<file path="src/hdl/lcdce_pkg.sv">
/*
 * Package of the LCD driver cascade enable block: segment chain states, data share
 * length and the packed pin bundles.
 * Assumes a single 200 MHz system clock and synchronous active-high reset.
 */
package lcdce_pkg;

    // Data share: 20 shift clocks of 4-bit data fill 80 segment outputs
    localparam int unsigned SHARE_CLOCKS = 20;
    localparam int unsigned SHARE_CNT_W = 5;
    // Reset value of the enable output: high means next driver disabled
    localparam logic ENABLE_OUT_RESET = 1'b1;
    // Pin filter reset, bit 6 first: shift clock, latch, left enable,
    // right enable, left data, right data, middle data. Enable pins idle
    // high through their pull-ups, so reset must not look like a token.
    localparam logic [6:0] PIN_SYNC_RESET = 7'h18;

    typedef enum logic [1:0] {
        LCDCE_SEG_IDLE,
        LCDCE_SEG_ACTIVE,
        LCDCE_SEG_DONE
    } lcdce_seg_state_t;

    // Driven side of a two-way pin: value and output enable
    typedef struct packed {
        logic o;
        logic oe;
    } lcdce_pin_drive_t;

endpackage

</file>
<file path="src/hdl/lcdce_cascade.sv">
/*
 * Cascade enable chain and direction-dependent data pin routing of an
 * 80-output LCD common/segment driver.
 * Assumes shift clock, line latch and the pins arrive asynchronously and are
 * sampled on sys_clk; configuration pins are static during a line.
 */
`timescale 1ns/1ps

// What this block does
// - Cascaded segment drivers enabled one at a time
// - Direction low: right enable in, left out
// - Direction high: left enable in, right out
// - No enable chain in common use
// - Single common: left in, right out, swapped
// - Dual common: middle plus end pin inputs
module lcdce_cascade #(
    parameter int unsigned SHARE_LEN = lcdce_pkg::SHARE_CLOCKS
) (
    // Clock and reset
    input wire logic sys_clk,
    input wire logic rst,
    // Configuration pins
    input wire logic common_select,
    input wire logic dual_mode,
    input wire logic shift_direction_select,
    // Timing controller strobes
    input wire logic shift_clock,
    input wire logic line_latch,
    // Enable pins
    input wire logic left_enable_pin_i,
    output logic left_enable_pin_o,
    output logic left_enable_pin_oe,
    input wire logic right_enable_pin_i,
    output logic right_enable_pin_o,
    output logic right_enable_pin_oe,
    // Common shift data pins
    input wire logic left_data_pin_i,
    output logic left_data_pin_o,
    output logic left_data_pin_oe,
    input wire logic right_data_pin_i,
    output logic right_data_pin_o,
    output logic right_data_pin_oe,
    input wire logic middle_data_pin_i,
    // Core side
    output logic driver_active,
    output logic data_take,
    output logic [1:0] shift_input,
    input wire logic shift_output
);

////////////////////////////////////////////////////////////////////////////////
// Three-stage pin synchronisers; change counts once stages 2 and 3 agree

    localparam int NSYNC = 7;
    logic [NSYNC-1:0] pins_raw;
    logic [NSYNC-1:0] s1_q, s2_q, s3_q, flt_q, flt_d;
    assign pins_raw = {shift_clock, line_latch, left_enable_pin_i,
        right_enable_pin_i, left_data_pin_i, right_data_pin_i,
        middle_data_pin_i};

    always_comb begin
        flt_d = flt_q;
        for (int i = 0; i < NSYNC; i++) begin
            if (s2_q[i] == s3_q[i]) begin
                flt_d[i] = s3_q[i];
            end
        end
    end

    always_ff @(posedge sys_clk) begin
        if (rst) begin
            // Idle pin levels, or the enable chain sees a false token
            s1_q <= lcdce_pkg::PIN_SYNC_RESET;
            s2_q <= lcdce_pkg::PIN_SYNC_RESET;
            s3_q <= lcdce_pkg::PIN_SYNC_RESET;
            flt_q <= lcdce_pkg::PIN_SYNC_RESET;
        end else begin
            s1_q <= pins_raw;
            s2_q <= s1_q;
            s3_q <= s2_q;
            flt_q <= flt_d;
        end
    end

    logic sck_s, lat_s, len_s, ren_s, ldat_s, rdat_s, mdat_s;
    assign {sck_s, lat_s, len_s, ren_s, ldat_s, rdat_s, mdat_s} = flt_q;

    logic sck_prev_q, lat_prev_q;
    logic sck_rise, lat_rise;
    assign sck_rise = sck_s & ~sck_prev_q;
    assign lat_rise = lat_s & ~lat_prev_q;

////////////////////////////////////////////////////////////////////////////////
// Segment enable chain

    localparam int unsigned SHARE_CNT_W = lcdce_pkg::SHARE_CNT_W;
    lcdce_pkg::lcdce_seg_state_t state_q, state_d;
    logic [lcdce_pkg::SHARE_CNT_W-1:0] cnt_q, cnt_d;
    logic enable_in;
    logic seg_mode;
    logic en_out_d, en_out_q;
    logic take_d, take_q;
    logic active_d, active_q;

    assign seg_mode = ~common_select;
    // Enable input pin follows the direction select
    assign enable_in = shift_direction_select ? len_s : ren_s;

    always_comb begin
        state_d = state_q;
        cnt_d = cnt_q;
        take_d = 1'b0;
        unique case (state_q)
            lcdce_pkg::LCDCE_SEG_IDLE: begin
                if (seg_mode && !enable_in) begin
                    state_d = lcdce_pkg::LCDCE_SEG_ACTIVE;
                    cnt_d = '0;
                end
            end
            lcdce_pkg::LCDCE_SEG_ACTIVE: begin
                if (sck_rise) begin
                    take_d = 1'b1;
                    if (cnt_q == SHARE_CNT_W'(SHARE_LEN - 1)) begin
                        state_d = lcdce_pkg::LCDCE_SEG_DONE;
                    end else begin
                        cnt_d = cnt_q + 1'b1;
                    end
                end
                if (enable_in || !seg_mode) begin
                    state_d = lcdce_pkg::LCDCE_SEG_IDLE;
                end
            end
            lcdce_pkg::LCDCE_SEG_DONE: begin
                // Hold the chain until the line is latched
                if (lat_rise || !seg_mode) begin
                    state_d = lcdce_pkg::LCDCE_SEG_IDLE;
                end
            end
        endcase
        if (lat_rise) begin
            state_d = lcdce_pkg::LCDCE_SEG_IDLE;
        end
        en_out_d = (state_d == lcdce_pkg::LCDCE_SEG_DONE) ? 1'b0 :
            lcdce_pkg::ENABLE_OUT_RESET;
        active_d = seg_mode ? (state_d == lcdce_pkg::LCDCE_SEG_ACTIVE)
            : 1'b1;
    end

    always_ff @(posedge sys_clk) begin
        if (rst) begin
            state_q <= lcdce_pkg::LCDCE_SEG_IDLE;
            cnt_q <= '0;
            en_out_q <= lcdce_pkg::ENABLE_OUT_RESET;
            take_q <= 1'b0;
            active_q <= 1'b0;
            sck_prev_q <= 1'b0;
            lat_prev_q <= 1'b0;
        end else begin
            state_q <= state_d;
            cnt_q <= cnt_d;
            en_out_q <= en_out_d;
            take_q <= take_d;
            active_q <= active_d;
            sck_prev_q <= sck_s;
            lat_prev_q <= lat_s;
        end
    end

////////////////////////////////////////////////////////////////////////////////
// Pin direction and data routing

    lcdce_pkg::lcdce_pin_drive_t len_d, ren_d, ldat_d, rdat_d;
    lcdce_pkg::lcdce_pin_drive_t len_q, ren_q, ldat_q, rdat_q;
    logic [1:0] sin_d, sin_q;

    always_comb begin
        len_d = '{o: 1'b0, oe: 1'b0};
        ren_d = '{o: 1'b0, oe: 1'b0};
        ldat_d = '{o: 1'b0, oe: 1'b0};
        rdat_d = '{o: 1'b0, oe: 1'b0};
        sin_d = 2'h0;
        if (seg_mode) begin
            // Enable output on the pin opposite the input
            if (shift_direction_select) begin
                ren_d = '{o: en_out_d, oe: 1'b1};
            end else begin
                len_d = '{o: en_out_d, oe: 1'b1};
            end
        end else if (shift_direction_select) begin
            ldat_d = '{o: shift_output, oe: 1'b1};
            sin_d[0] = rdat_s;
            sin_d[1] = dual_mode ? mdat_s : 1'b0;
        end else begin
            rdat_d = '{o: shift_output, oe: 1'b1};
            sin_d[0] = ldat_s;
            sin_d[1] = dual_mode ? mdat_s : 1'b0;
        end
    end

    always_ff @(posedge sys_clk) begin
        if (rst) begin
            len_q <= '{o: 1'b0, oe: 1'b0};
            ren_q <= '{o: 1'b0, oe: 1'b0};
            ldat_q <= '{o: 1'b0, oe: 1'b0};
            rdat_q <= '{o: 1'b0, oe: 1'b0};
            sin_q <= 2'h0;
        end else begin
            len_q <= len_d;
            ren_q <= ren_d;
            ldat_q <= ldat_d;
            rdat_q <= rdat_d;
            sin_q <= sin_d;
        end
    end

    assign left_enable_pin_o = len_q.o;
    assign left_enable_pin_oe = len_q.oe;
    assign right_enable_pin_o = ren_q.o;
    assign right_enable_pin_oe = ren_q.oe;
    assign left_data_pin_o = ldat_q.o;
    assign left_data_pin_oe = ldat_q.oe;
    assign right_data_pin_o = rdat_q.o;
    assign right_data_pin_oe = rdat_q.oe;
    assign shift_input = sin_q;
    assign driver_active = active_q;
    assign data_take = take_q;
endmodule // lcdce_cascade

</file>
<file path="config.mk">
export PLATFORM = sky130hd
export DESIGN_NAME = lcdce_cascade
export DESIGN_NICKNAME = d
export VERILOG_FILES = /design/src/hdl/lcdce_pkg.sv /design/src/hdl/lcdce_cascade.sv
export SDC_FILE = /design/constraint.sdc
export NUM_CORES = 1
export LEC_CHECK = 0
export ABC_CLOCK_PERIOD_IN_PS = 2150
export BUFFER_PORTS_ARGS = -buffer_cell sky130_fd_sc_hd__buf_4
export CAP_MARGIN = 20
export CORE_MARGIN = 2
export CORE_UTILIZATION = 45
export CTS_CLUSTER_DIAMETER = 50
export DETAILED_ROUTE_END_ITERATION = 10
export PLACE_DENSITY = 0.64
export SLEW_MARGIN = 20
export SYNTH_ARGS = -nofsm -noshare
export SYNTH_HDL_FRONTEND = slang
export SYNTH_SLANG_ARGS = --single-unit
</file>
<file path="constraint.sdc">
create_clock -name sys_clk -period 2.15 [get_ports sys_clk]
set_input_delay 0.43 -clock sys_clk [delete_from_list [all_inputs] [get_ports sys_clk]]
set_output_delay 0.43 -clock sys_clk [all_outputs]
set_load 0.02 [all_outputs]
</file>
; After elaboration in Yosys (flattened, before gate mapping)
; Index checks and enable logic that the tools add are counted.
; W data, S select, Z words.
[op_classes]
eq_ne = 15
muxes = 21
n_reduce_logical = 14
n_addsub = 1
bitwise_logic = 7
[op_table]
columns = cell, count
row1 = $mux W5, 3
row2 = $mux W2, 6
row3 = $reduce_or A3 Y1, 4
row4 = $mux W1, 10
row5 = $pmux W5 S2, 1
row6 = $eq A1 B1 Y1, 7
row7 = $ne A2 B2 Y1 const B, 3
row8 = $pmux W2 S3, 1
row9 = $reduce_or A2 Y1, 3
row10 = $add A5 B1 Y5 const B, 1
row11 = $eq A5 B5 Y1 const B, 1
row12 = $not A1 Y1, 5
row13 = $eq A2 B1 Y1 const B, 2
row14 = $eq A2 B2 Y1 const B, 2
row15 = $reduce_and A4 Y1, 1
row16 = $and A1 B1 Y1, 2
row17 = $logic_not A2 Y1, 1
row18 = $logic_or A1 B1 Y1, 2
row19 = $reduce_bool A2 Y1, 1
row20 = $logic_and A1 B1 Y1, 1
row21 = $logic_not A1 Y1, 1
[word_totals]
ff_bits = 49
wordCells = 83
inputBits = 13

; Longest topological paths before layout
; Gate-level depths: netlist of the first run.
[logic_depth]
depth_word = 8
depth_mapped = 6
depth_no_buf = 6

; Worst setup path after synthesis of the first run
; Ideal clock, no wire load.
[synth_timing]
path_type = input port to flip-flop
start = input shift_direction_select
end = register cnt_q[1] (netlist bit)
t_required_ns = 2.080
setup_ns = 0.070
t_arrival_ns = 1.523
cell_stages = 5
path_slack_ns = 0.556
path_buffers = 1
cell_sequence = buf_4 > mux2i_4 > a21boi_2 > or4_1 > a21oi_1
[synth_via]
elab_chain_cells = 5
[synth_lines]
columns = element, line_no
row1 = "start, declared", lcdce_cascade.sv:25  ; input wire logic shift_direction_select,
row2 = $mux W1, lcdce_cascade.sv:107  ; assign enable_in = shift_direction_select ? len_s : ren_s;
row3 = $logic_not A1 Y1, lcdce_cascade.sv:115  ; if (seg_mode && !enable_in) begin
row4 = $logic_and A1 B1 Y1, lcdce_cascade.sv:115
row5 = $ne A2 B2 Y1 (no source line), --
row6 = $reduce_and A4 Y1 (no source line), --
row7 = "end signal, assigned", lcdce_cascade.sv:160  ; cnt_q <= cnt_d;
row8 = "end, declared", lcdce_cascade.sv:98  ; logic [lcdce_pkg::SHARE_CNT_W-1:0] cnt_q, cnt_d;
; No other way between the ends.
; A chain may end at the register's enable or synchronous reset.

; Worst setup path after layout of the first run
[layout_timing]
start = register cnt_q[0] (netlist bit)
end = register ren_q, in the netlist right_enable_pin_o
[layout_via]
elab_chain_cells = 8
[layout_lines]
columns = element, line_no
row1 = $eq A5 B5 Y1, lcdce_cascade.sv:123  ; if (cnt_q == SHARE_CNT_W'(SHARE_LEN - 1)) begin
row2 = $mux W2, lcdce_cascade.sv:123
row3 = $mux W2, lcdce_cascade.sv:121  ; if (sck_rise) begin
row4 = $mux W2, lcdce_cascade.sv:129  ; if (enable_in || !seg_mode) begin
row5 = $pmux W2 S3, lcdce_cascade.sv:113  ; unique case (state_q)
row6 = $mux W2, lcdce_cascade.sv:140  ; if (lat_rise) begin
row7 = $eq A2 B2 Y1, lcdce_cascade.sv:143  ; en_out_d = (state_d == lcdce_pkg::LCDCE_SEG_DONE) ? 1'b0 :
row8 = $mux W1, lcdce_cascade.sv:143
row9 = "end signal, assigned", lcdce_cascade.sv:203  ; ren_q <= '{o: 1'b0, oe: 1'b0};
row10 = "end signal, assigned", lcdce_cascade.sv:209  ; ren_q <= ren_d;
row11 = "end, declared", lcdce_cascade.sv:173  ; lcdce_pkg::lcdce_pin_drive_t len_q, ren_q, ldat_q, rdat_q;
; No other way between the ends.

==> results.cfg, run 1 <==
[placement]
place.gp.congestion = 0.745
portBuffers = 24
dp_slack_ps = 398
hpwl_um = 2060
dp_cells = 233

[cts]
path_clk_slew_ps = 90
tritoncts = done
cts_root_buffer = clkbuf_8
cts_hold_buf = 0
cts_resized = 0
insertion_delay_ps = 290
ctsLongestPathBuffers = 2
cts_buffers = 5
cts_sinks = 49
post_cts.repair.setup_buffers = 0
htreeDepth = 2

[layout]
layout.nets = 209
nFillCells = 355
insertedDiodeCount = 0
layout-drive-gt1-share = 0.212
layout-area-overhead-vs-synth_pct = 17.3
finalNonFillerCells = 241

[logic_synthesis]
yosysTopAreaCell = dfxtp_1
yosys-top-cells-area = dfxtp_1, nor2b_1, a21oi_1
yosys.area_share.simple = 0.220
synth-edff-count = 0
muxShareOfSynthArea = 0.0425
synth_warnings = 0
syn_area_per_cell_um2 = 10.4
synth_compound_area_frac = 0.115
yosys_register_bits = 49
synth_common_cells = dfxtp_1, nor2b_1, a21oi_1
synth.distinct_cells = 34
netlist.area_leader.share = 0.565
synthAdderAreaFrac = 0.0288
synth_async_sr_flop_share = 0
syn_nets = 184
synth-main-ff-cell = dfxtp_1
synth-xor-area-share = 0
synth_area_um2 = 1740
synth_cells = 167
yosysMostFrequentCell = dfxtp_1
ys_seq_area_frac = 0.565
synth_top_family_by_area = simple AND/OR/NAND/NOR gates

[timing]
tns_ps = 0
period_needed_ps = 1820
whs_ps = 313
setup_viol = 0
final_hold_viol_count = 0
period_share = 0.845
rsz0062_at_grt = no
setup_ws_ps = 333
tightestPinTransition_ps = 662
fin_skew_ps = 4.41
slew_headroom = 0.551
slew_viol_final = 0
fmax_ghz = 0.550

[pwr]
ir_drop_uv = 466
power-per-cell-area_nw_per_um2 = 752
p_leak_nw = 0.790

[run]
maxCapViolations = 0

[critical_path]
crit_arrival_ps = 1980
timing.rr.start = cnt_q[0]$_SDFFE_PP0P_
critPathLaunchType = flip-flop
worstReg2RegEnd = right_enable_pin_o$_SDFF_PP0_
slowest_stage = o311ai_1
slowest_delay_ps = 570
r2r.worst_path.cells = 5
critical_path_peak_fanout = 4
path_class = reg2reg
end_kind = flip-flop
r2r_slack_ps = 330
path_cells = ha_1, and4bb_1, a211oi_1, o311ai_1, a21boi_1
required_ps = 2310

[status]
status = finished clean

[grt]
first_global_vias = 1116
grt_max_degree = 42
grt_usage = 0.143
grt_first_pass_wirelength_um = 4720
grt-ovfl-total = 0
antenna_found_initial = 0

[route]
met3_length_um = 172
ant_nets = 0
drt-met1-wl_um = 1240
drt_first_pass_iters = 4
wl_per_cell_um = 11.7
viasPerCell = 5.01
wirelength_um = 2810
drt-initial-drc-count = 84
drc = 0
dr.max_layer_used = met4
vias = 1208
wl_met2_um = 1390

[floorplan]
die_area_um2 = 4370
initial_utilization = 0.471
io-pin-count = 25
coreArea_um2 = 3690
fp.dieH_um = 66.1
rows = 22
fp.dieW_um = 66.1

[worst_hold_path]
hold_depth = 2
min_to = s1_q[4]$_SDFF_PP1_
hold_class = in2reg
min_from = left_enable_pin_i
==> report_power, final <==
| group | switching [mW] | leakage (nW) | internal [mW] |
|---|---|---|---|
| clock network | 0.287 | 0.0456 | 0.232 |
| logic | 0.0385 | 0.344 | 0.0385 |
| registers | 0.00708 | 0.400 | 0.929 |
| total | 0.332 | 0.790 | 1.20 |
==> layout make-up <==
cell class,count,area (um^2),area share
Sequential cell,49,981,0.482
Multi-Input combinational cell,106,707,0.347
Timing Repair Buffer,24,180,0.0885
Clock buffer,6,72.6,0.0356
Tap cell,48,60.1,0.0295
Inverter,6,22.5,0.0111
Clock inverter,2,13.8,0.00676
==> per-stage QoR <==
step,util,power (mW),area (um^2)
after global placement,0.529,1.03,1950
after detailed placement,0.529,1.04,1950
after floorplan,-,1.00,1740
after global routing,0.552,1.60,2040
final,0.552,1.53,2040
after CTS,0.552,1.55,2040
==> critical path, delay by kind of cell, from the launching register on <==
family	cells	cell delay, ps
AOI/OAI and AO/OA	3	810
adders and majority gates	1	210
DFF	1	390
and+or+nand+nor	1	270
==> cells by family (layout without fill, tap and decap cells) <==
logic type	after synthesis	after routing
simple gates	65	65
flops	49	49
compound gates	31	31
mux	6	6
buf+inv	12	38
fa+ha+maj	4	4
==> metal layers <==
layer / up-vias / track usage
li1: 618 / -
met1: 558 / 0.168
met2: 30 / 0.241
met3: 2 / 0.0511
met4: 0 / 0.0459
met5: - / 0
==> registers in the layout (all words and copies together) (netlist names), 2 cells and up <==
register	count
shift_input	2
s3_q	7
flt_q	7
cnt_q	5
s2_q	7
s1_q	7
state_q	2
==> cell usage in the layout, fill, tap and decap left out, types with 4 or more instances in the layout <==
cell type  count
dfxtp_1       49
buf_4         24
nor2b_1       21
a21oi_1       11
nand2_1        8
nand2b_1       7
nor2_1         7
inv_1          6
or2_2          6
o31ai_1        5
o21ai_0        5
clkbuf_8       5
mux2i_1        4
ha_1           4
==> how the worst max path moves through the flow <==
| stage | from | end | slack, ps |
|---|---|---|---|
| after detailed placement | shift_direction_select | driver_active$_SDFF_PP0_ | 400 |
| after global routing | cnt_q[0]$_SDFFE_PP0P_ | right_enable_pin_o$_SDFF_PP0_ | 200 |
| after global placement | cnt_q[0]$_SDFFE_PP0P_ | left_enable_pin_o$_SDFF_PP0_ | 470 |
| after CTS | cnt_q[0]$_SDFFE_PP0P_ | right_enable_pin_o$_SDFF_PP0_ | 360 |
| final | cnt_q[0]$_SDFFE_PP0P_ | right_enable_pin_o$_SDFF_PP0_ | 330 |
| after floorplan | shift_direction_select | cnt_q[1]$_SDFFE_PP0P_ | 560 |
(Power assumes the default switching activity.)
==> run 2, diff against run 1 <==
--- a/config.mk
+++ b/config.mk
@@ -5,14 +5,14 @@
 export SDC_FILE = /design/constraint.sdc
 export NUM_CORES = 1
 export LEC_CHECK = 0
-export ABC_CLOCK_PERIOD_IN_PS = 2150
+export ABC_CLOCK_PERIOD_IN_PS = 1600
 export BUFFER_PORTS_ARGS = -buffer_cell sky130_fd_sc_hd__buf_4
 export CAP_MARGIN = 20
 export CORE_MARGIN = 2
 export CORE_UTILIZATION = 45
 export CTS_CLUSTER_DIAMETER = 50
 export DETAILED_ROUTE_END_ITERATION = 10
-export PLACE_DENSITY = 0.64
+export PLACE_DENSITY = 0.67
 export SLEW_MARGIN = 20
 export SYNTH_ARGS = -nofsm -noshare
 export SYNTH_HDL_FRONTEND = slang
==> constraint.sdc (replaced) <==
create_clock -name sys_clk -period 1.6 [get_ports sys_clk]
set_input_delay 0.32 -clock sys_clk [delete_from_list [all_inputs] [get_ports sys_clk]]
set_output_delay 0.32 -clock sys_clk [all_outputs]
set_load 0.02 [all_outputs]
==> results.cfg, run 2 (same netlist as run 1, synthesis figures left out) <==
[timing]
slew_headroom = 0.705
period_share = 1.01
setup_ws_ps = -22.8
tightestPinTransition_ps = 441
rsz0062_at_grt = yes
slew_viol_final = 0
period_needed_ps = 1620
fin_skew_ps = 5.64
fmax_ghz = 0.616
setup_viol = 2
final_hold_viol_count = 0

[route]
drt-initial-drc-count = 78
viasPerCell = 5.01
wl_per_cell_um = 12.4
drc = 0
drt_first_pass_iters = 4
wirelength_um = 3080
vias = 1248
ant_nets = 0

[layout]
insertedDiodeCount = 0
fin_util = 0.590
layout.nets = 217
final_cell_mix = dfxtp_1, buf_4, nor2b_1
nFillCells = 326
layout-drive-gt1-share = 0.313
final_common_cell = dfxtp_1
layout-area-overhead-vs-synth_pct = 25.4

[cts]
htreeDepth = 2
path_clk_slew_ps = 80
tritoncts = done
ctsLongestPathBuffers = 2
cts_buffers = 5
insertion_delay_ps = 300
cts_sinks = 49
cts_hold_buf = 0
cts_root_buffer = clkbuf_8

[worst_hold_path]
hold_depth = 2
min_to = s1_q[4]$_SDFF_PP1_
min_from = left_enable_pin_i
hold_class = in2reg

[floorplan]
fp.dieH_um = 66.1
rows = 22
fp.dieW_um = 66.1
coreArea_um2 = 3690
io-pin-count = 25
initial_utilization = 0.471
die_area_um2 = 4370

[pwr]
p_leak_nw = 0.832
ir_drop_uv = 766
power-per-cell-area_nw_per_um2 = 942
power.total_mw = 2.05

[critical_path]
path_class = reg2reg
critical_path_peak_fanout = 6
slowest_stage = or4_4
required_ps = 1830
slowest_delay_ps = 420
timing.rr.start = cnt_q[1]$_SDFFE_PP0P_
r2r.worst_path.cells = 5
crit_arrival_ps = 1850
worstReg2RegEnd = cnt_q[0]$_SDFFE_PP0P_
critPathLaunchType = flip-flop
end_kind = flip-flop
path_cells = ha_4, and4bb_2, o21a_4, or4_4, a21oi_2
r2r_slack_ps = -20

[grt]
grt-ovfl-total = 0
antenna_found_initial = 0
grt_first_pass_wirelength_um = 4750
grt_usage = 0.146
first_global_vias = 1155
grt_max_degree = 42

[placement]
portBuffers = 24
place.gp.congestion = 0.768
hpwl_um = 2140

[status]
violations = setup timing
status = finished with violations

[run]
maxCapViolations = 0
[run 2: cell types whose count changed in the layout (fill, tap and decap cells not counted), sizes merged]
cell / change
inv: -1
clkinv: -1
buf: +8
clkinvlp: +1
clkbuf: +1
[run 2: repair_timing]
| action | CTS | global route |
|---|---|---|
| cloned | 0 | 0 |
| endpoints found under the hold margin | 0 | 0 |
| gates resized for setup | 5 | 14 |
| buffers inserted | 0 | 1 |
| pin swaps | 3 | 3 |
| setup endpoints to repair | 8 | 9 |
[run 2: worst max-delay path by stage]
stage	from	endpoint	slack [ps]	cells after the start
floorplan	cnt_q[0]$_SDFFE_PP0P_	cnt_q[1]$_SDFFE_PP0P_	60	5
global placement	cnt_q[0]$_SDFFE_PP0P_	cnt_q[2]$_SDFFE_PP0P_	-2	5
detailed placement	cnt_q[0]$_SDFFE_PP0P_	cnt_q[2]$_SDFFE_PP0P_	-80	5
CTS	cnt_q[1]$_SDFFE_PP0P_	cnt_q[4]$_SDFFE_PP0P_	-20	5
global route	state_q[0]$_SDFF_PP0_	driver_active$_SDFF_PP0_	-70	5
finish	cnt_q[1]$_SDFFE_PP0P_	cnt_q[0]$_SDFFE_PP0P_	-20	5
[run 2: report_power, final]
group	switching, mW	internal [mW]	total, mW	leakage, nW
Clock	0.375	0.309	0.684	0.0385
Combinational	0.0544	0.0554	0.110	0.392
Sequential	0.00981	1.25	1.26	0.401
Total	0.439	1.61	2.05	0.832
[run 2: final cells by class]
cell class              count  area [um^2]  share of cell area
multi-input cells         106          785               0.360
inverters                   6         22.5              0.0103
clock inverters             1         7.51             0.00345
well taps                  48         60.1              0.0276
flip-flops and latches     49          986               0.453
clock buffers               7         76.3              0.0351
repair buffers             32          240               0.110
[run 2: per-stage QoR]
step                      instance area [um^2]  TNS (ps)  worst slack [ps]  hold slack [ps]  cells
after CTS                                 2110     -75.2             -22.7              189    248
final                                     2180     -29.4             -22.8              197    249
after detailed placement                  2000      -269             -81.0              399    240
after floorplan                           1740         0              58.6              389    167
after global placement                    2000     -2.07             -2.07              392    240
after global routing                      2180      -222             -73.5              185    249
[run 2: layer usage]
layer	up-vias	track usage	part of all wire
met2	49	0.254	0.49
met5	-	0	0
met3	6	0.0545	0.073
met1	560	0.150	0.42
li1	633	-	-
met4	0	0.0842	0.019
[run 2: worst max-delay path: cells and delay by family, from the launching register on]
kind	cells	cell delay (ps)
fa+ha+maj	1	160
flops	1	360
compound gates	2	370
simple gates	2	670
==> run 3, diff against run 2 <==
--- a/config.mk
+++ b/config.mk
@@ -12,6 +12,7 @@
 export CORE_UTILIZATION = 45
 export CTS_CLUSTER_DIAMETER = 50
 export DETAILED_ROUTE_END_ITERATION = 10
+export MAX_ROUTING_LAYER = met4
 export PLACE_DENSITY = 0.67
 export SLEW_MARGIN = 20
 export SYNTH_ARGS = -nofsm -noshare
==> results.cfg, run 3 (same netlist as run 1, synthesis figures left out) <==
[route]
wirelength_um = 3100
drt-initial-drc-count = 75
wl_per_cell_um = 12.5
ant_nets = 0
drc = 0
viasPerCell = 4.97
vias = 1237
drt_first_pass_iters = 4

[pwr]
power-per-cell-area_nw_per_um2 = 943
power.total_mw = 2.05
p_leak_nw = 0.832
ir_drop_uv = 767

[timing]
final_hold_viol_count = 0
fmax_ghz = 0.616
tightestPinTransition_ps = 437
setup_ws_ps = -24.2
rsz0062_at_grt = yes
slew_viol_final = 0
period_needed_ps = 1620
setup_viol = 1
slew_headroom = 0.707
tns_ps = -24.2
period_share = 1.02
fin_skew_ps = 5.73

[layout]
final_common_cell = dfxtp_1
insertedDiodeCount = 0
layout-drive-gt1-share = 0.313
finalNonFillerCells = 249
layout.nets = 217
final_cell_mix = dfxtp_1, buf_4, nor2b_1
layout-area-overhead-vs-synth_pct = 25.4

[cts]
htreeDepth = 2
ctsLongestPathBuffers = 2
cts_root_buffer = clkbuf_8
cts_buffers = 5
cts_sinks = 49
cts_hold_buf = 0
insertion_delay_ps = 300
path_clk_slew_ps = 80
tritoncts = done

[critical_path]
critPathLaunchType = flip-flop
path_class = reg2reg
r2r_slack_ps = -20
crit_arrival_ps = 1860
required_ps = 1830
critical_path_peak_fanout = 6
end_kind = flip-flop

[floorplan]
die_area_um2 = 4370
initial_utilization = 0.471
fp.dieH_um = 66.1
fp.dieW_um = 66.1
rows = 22
coreArea_um2 = 3690
io-pin-count = 25

[placement]
dp_cells = 240
place.gp.congestion = 0.778
hpwl_um = 2140
portBuffers = 24

[grt]
grt-ovfl-total = 0
antenna_found_initial = 0
first_global_vias = 1157
grt_first_pass_wirelength_um = 4750
grt_max_degree = 42
grt_usage = 0.150

[run]
maxCapViolations = 0

[worst_hold_path]
hold_class = in2reg

[status]
violations = setup timing
status = finished with violations
## run 3: cell counts in the layout (fill, tap and decap cells not counted)
No cell type changed its count.
## run 3: per-layer routing
metal	vias up	part of all wire	global-route usage
li1	634	-	-
met1	561	0.43	0.150
met2	36	0.48	0.254
met3	6	0.063	0.0545
met4	0	0.019	0.0842
met5	-	0	-
## run 3: path summary, 6_finish.rpt
kind                         start               endpoint  cells after the start
max          cnt_q[1]$_SDFFE_PP0P_  cnt_q[0]$_SDFFE_PP0P_                      5
min              left_enable_pin_i     s1_q[4]$_SDFF_PP1_                      2
max reg2reg  cnt_q[1]$_SDFFE_PP0P_  cnt_q[0]$_SDFFE_PP0P_                      5
min reg2reg     s1_q[3]$_SDFF_PP1_     s2_q[3]$_SDFF_PP1_                      1
## run 3: power breakdown
group          internal, mW  total [mW]  switching (mW)
combinational        0.0554       0.110          0.0541
sequential             1.25        1.26         0.00988
clock                 0.309       0.686           0.377
total                  1.61        2.05           0.441
## run 3: layout make-up
| class | count | area (um^2) |
|---|---|---|
| fillers | 326 | 1510 |
| flip-flops and latches | 49 | 986 |
| multi-input cells | 106 | 785 |
| repair buffers | 32 | 240 |
| clock buffers | 7 | 76.3 |
| well taps | 48 | 60.1 |
| inverters | 6 | 22.5 |
| clock inverters | 1 | 7.51 |
## run 3: timing repair
action | CTS | global route
endpoints found under the setup margin | 8 | 9
resized for setup | 5 | 14
setup buffers | 0 | 1
pin swaps | 3 | 3
## run 3: critical path: stages, from the launching register on
cell and delay [ps]:
dfxtp_4 360, ha_4 160, and4bb_2 250, o21a_4 230, or4_4 420, a21oi_2 140
## run 3: per-stage QoR
stage / hold slack, ps / setup slack, ps / utilization / cell area, um^2
detailed placement: 399 / -81.0 / 0.543 / 2000
floorplan: 389 / 58.6 / - / 1740
global placement: 392 / -2.07 / 0.543 / 2000
global route: 185 / -73.5 / 0.590 / 2180
CTS: 189 / -22.7 / 0.571 / 2110
finish: 198 / -24.2 / 0.590 / 2180
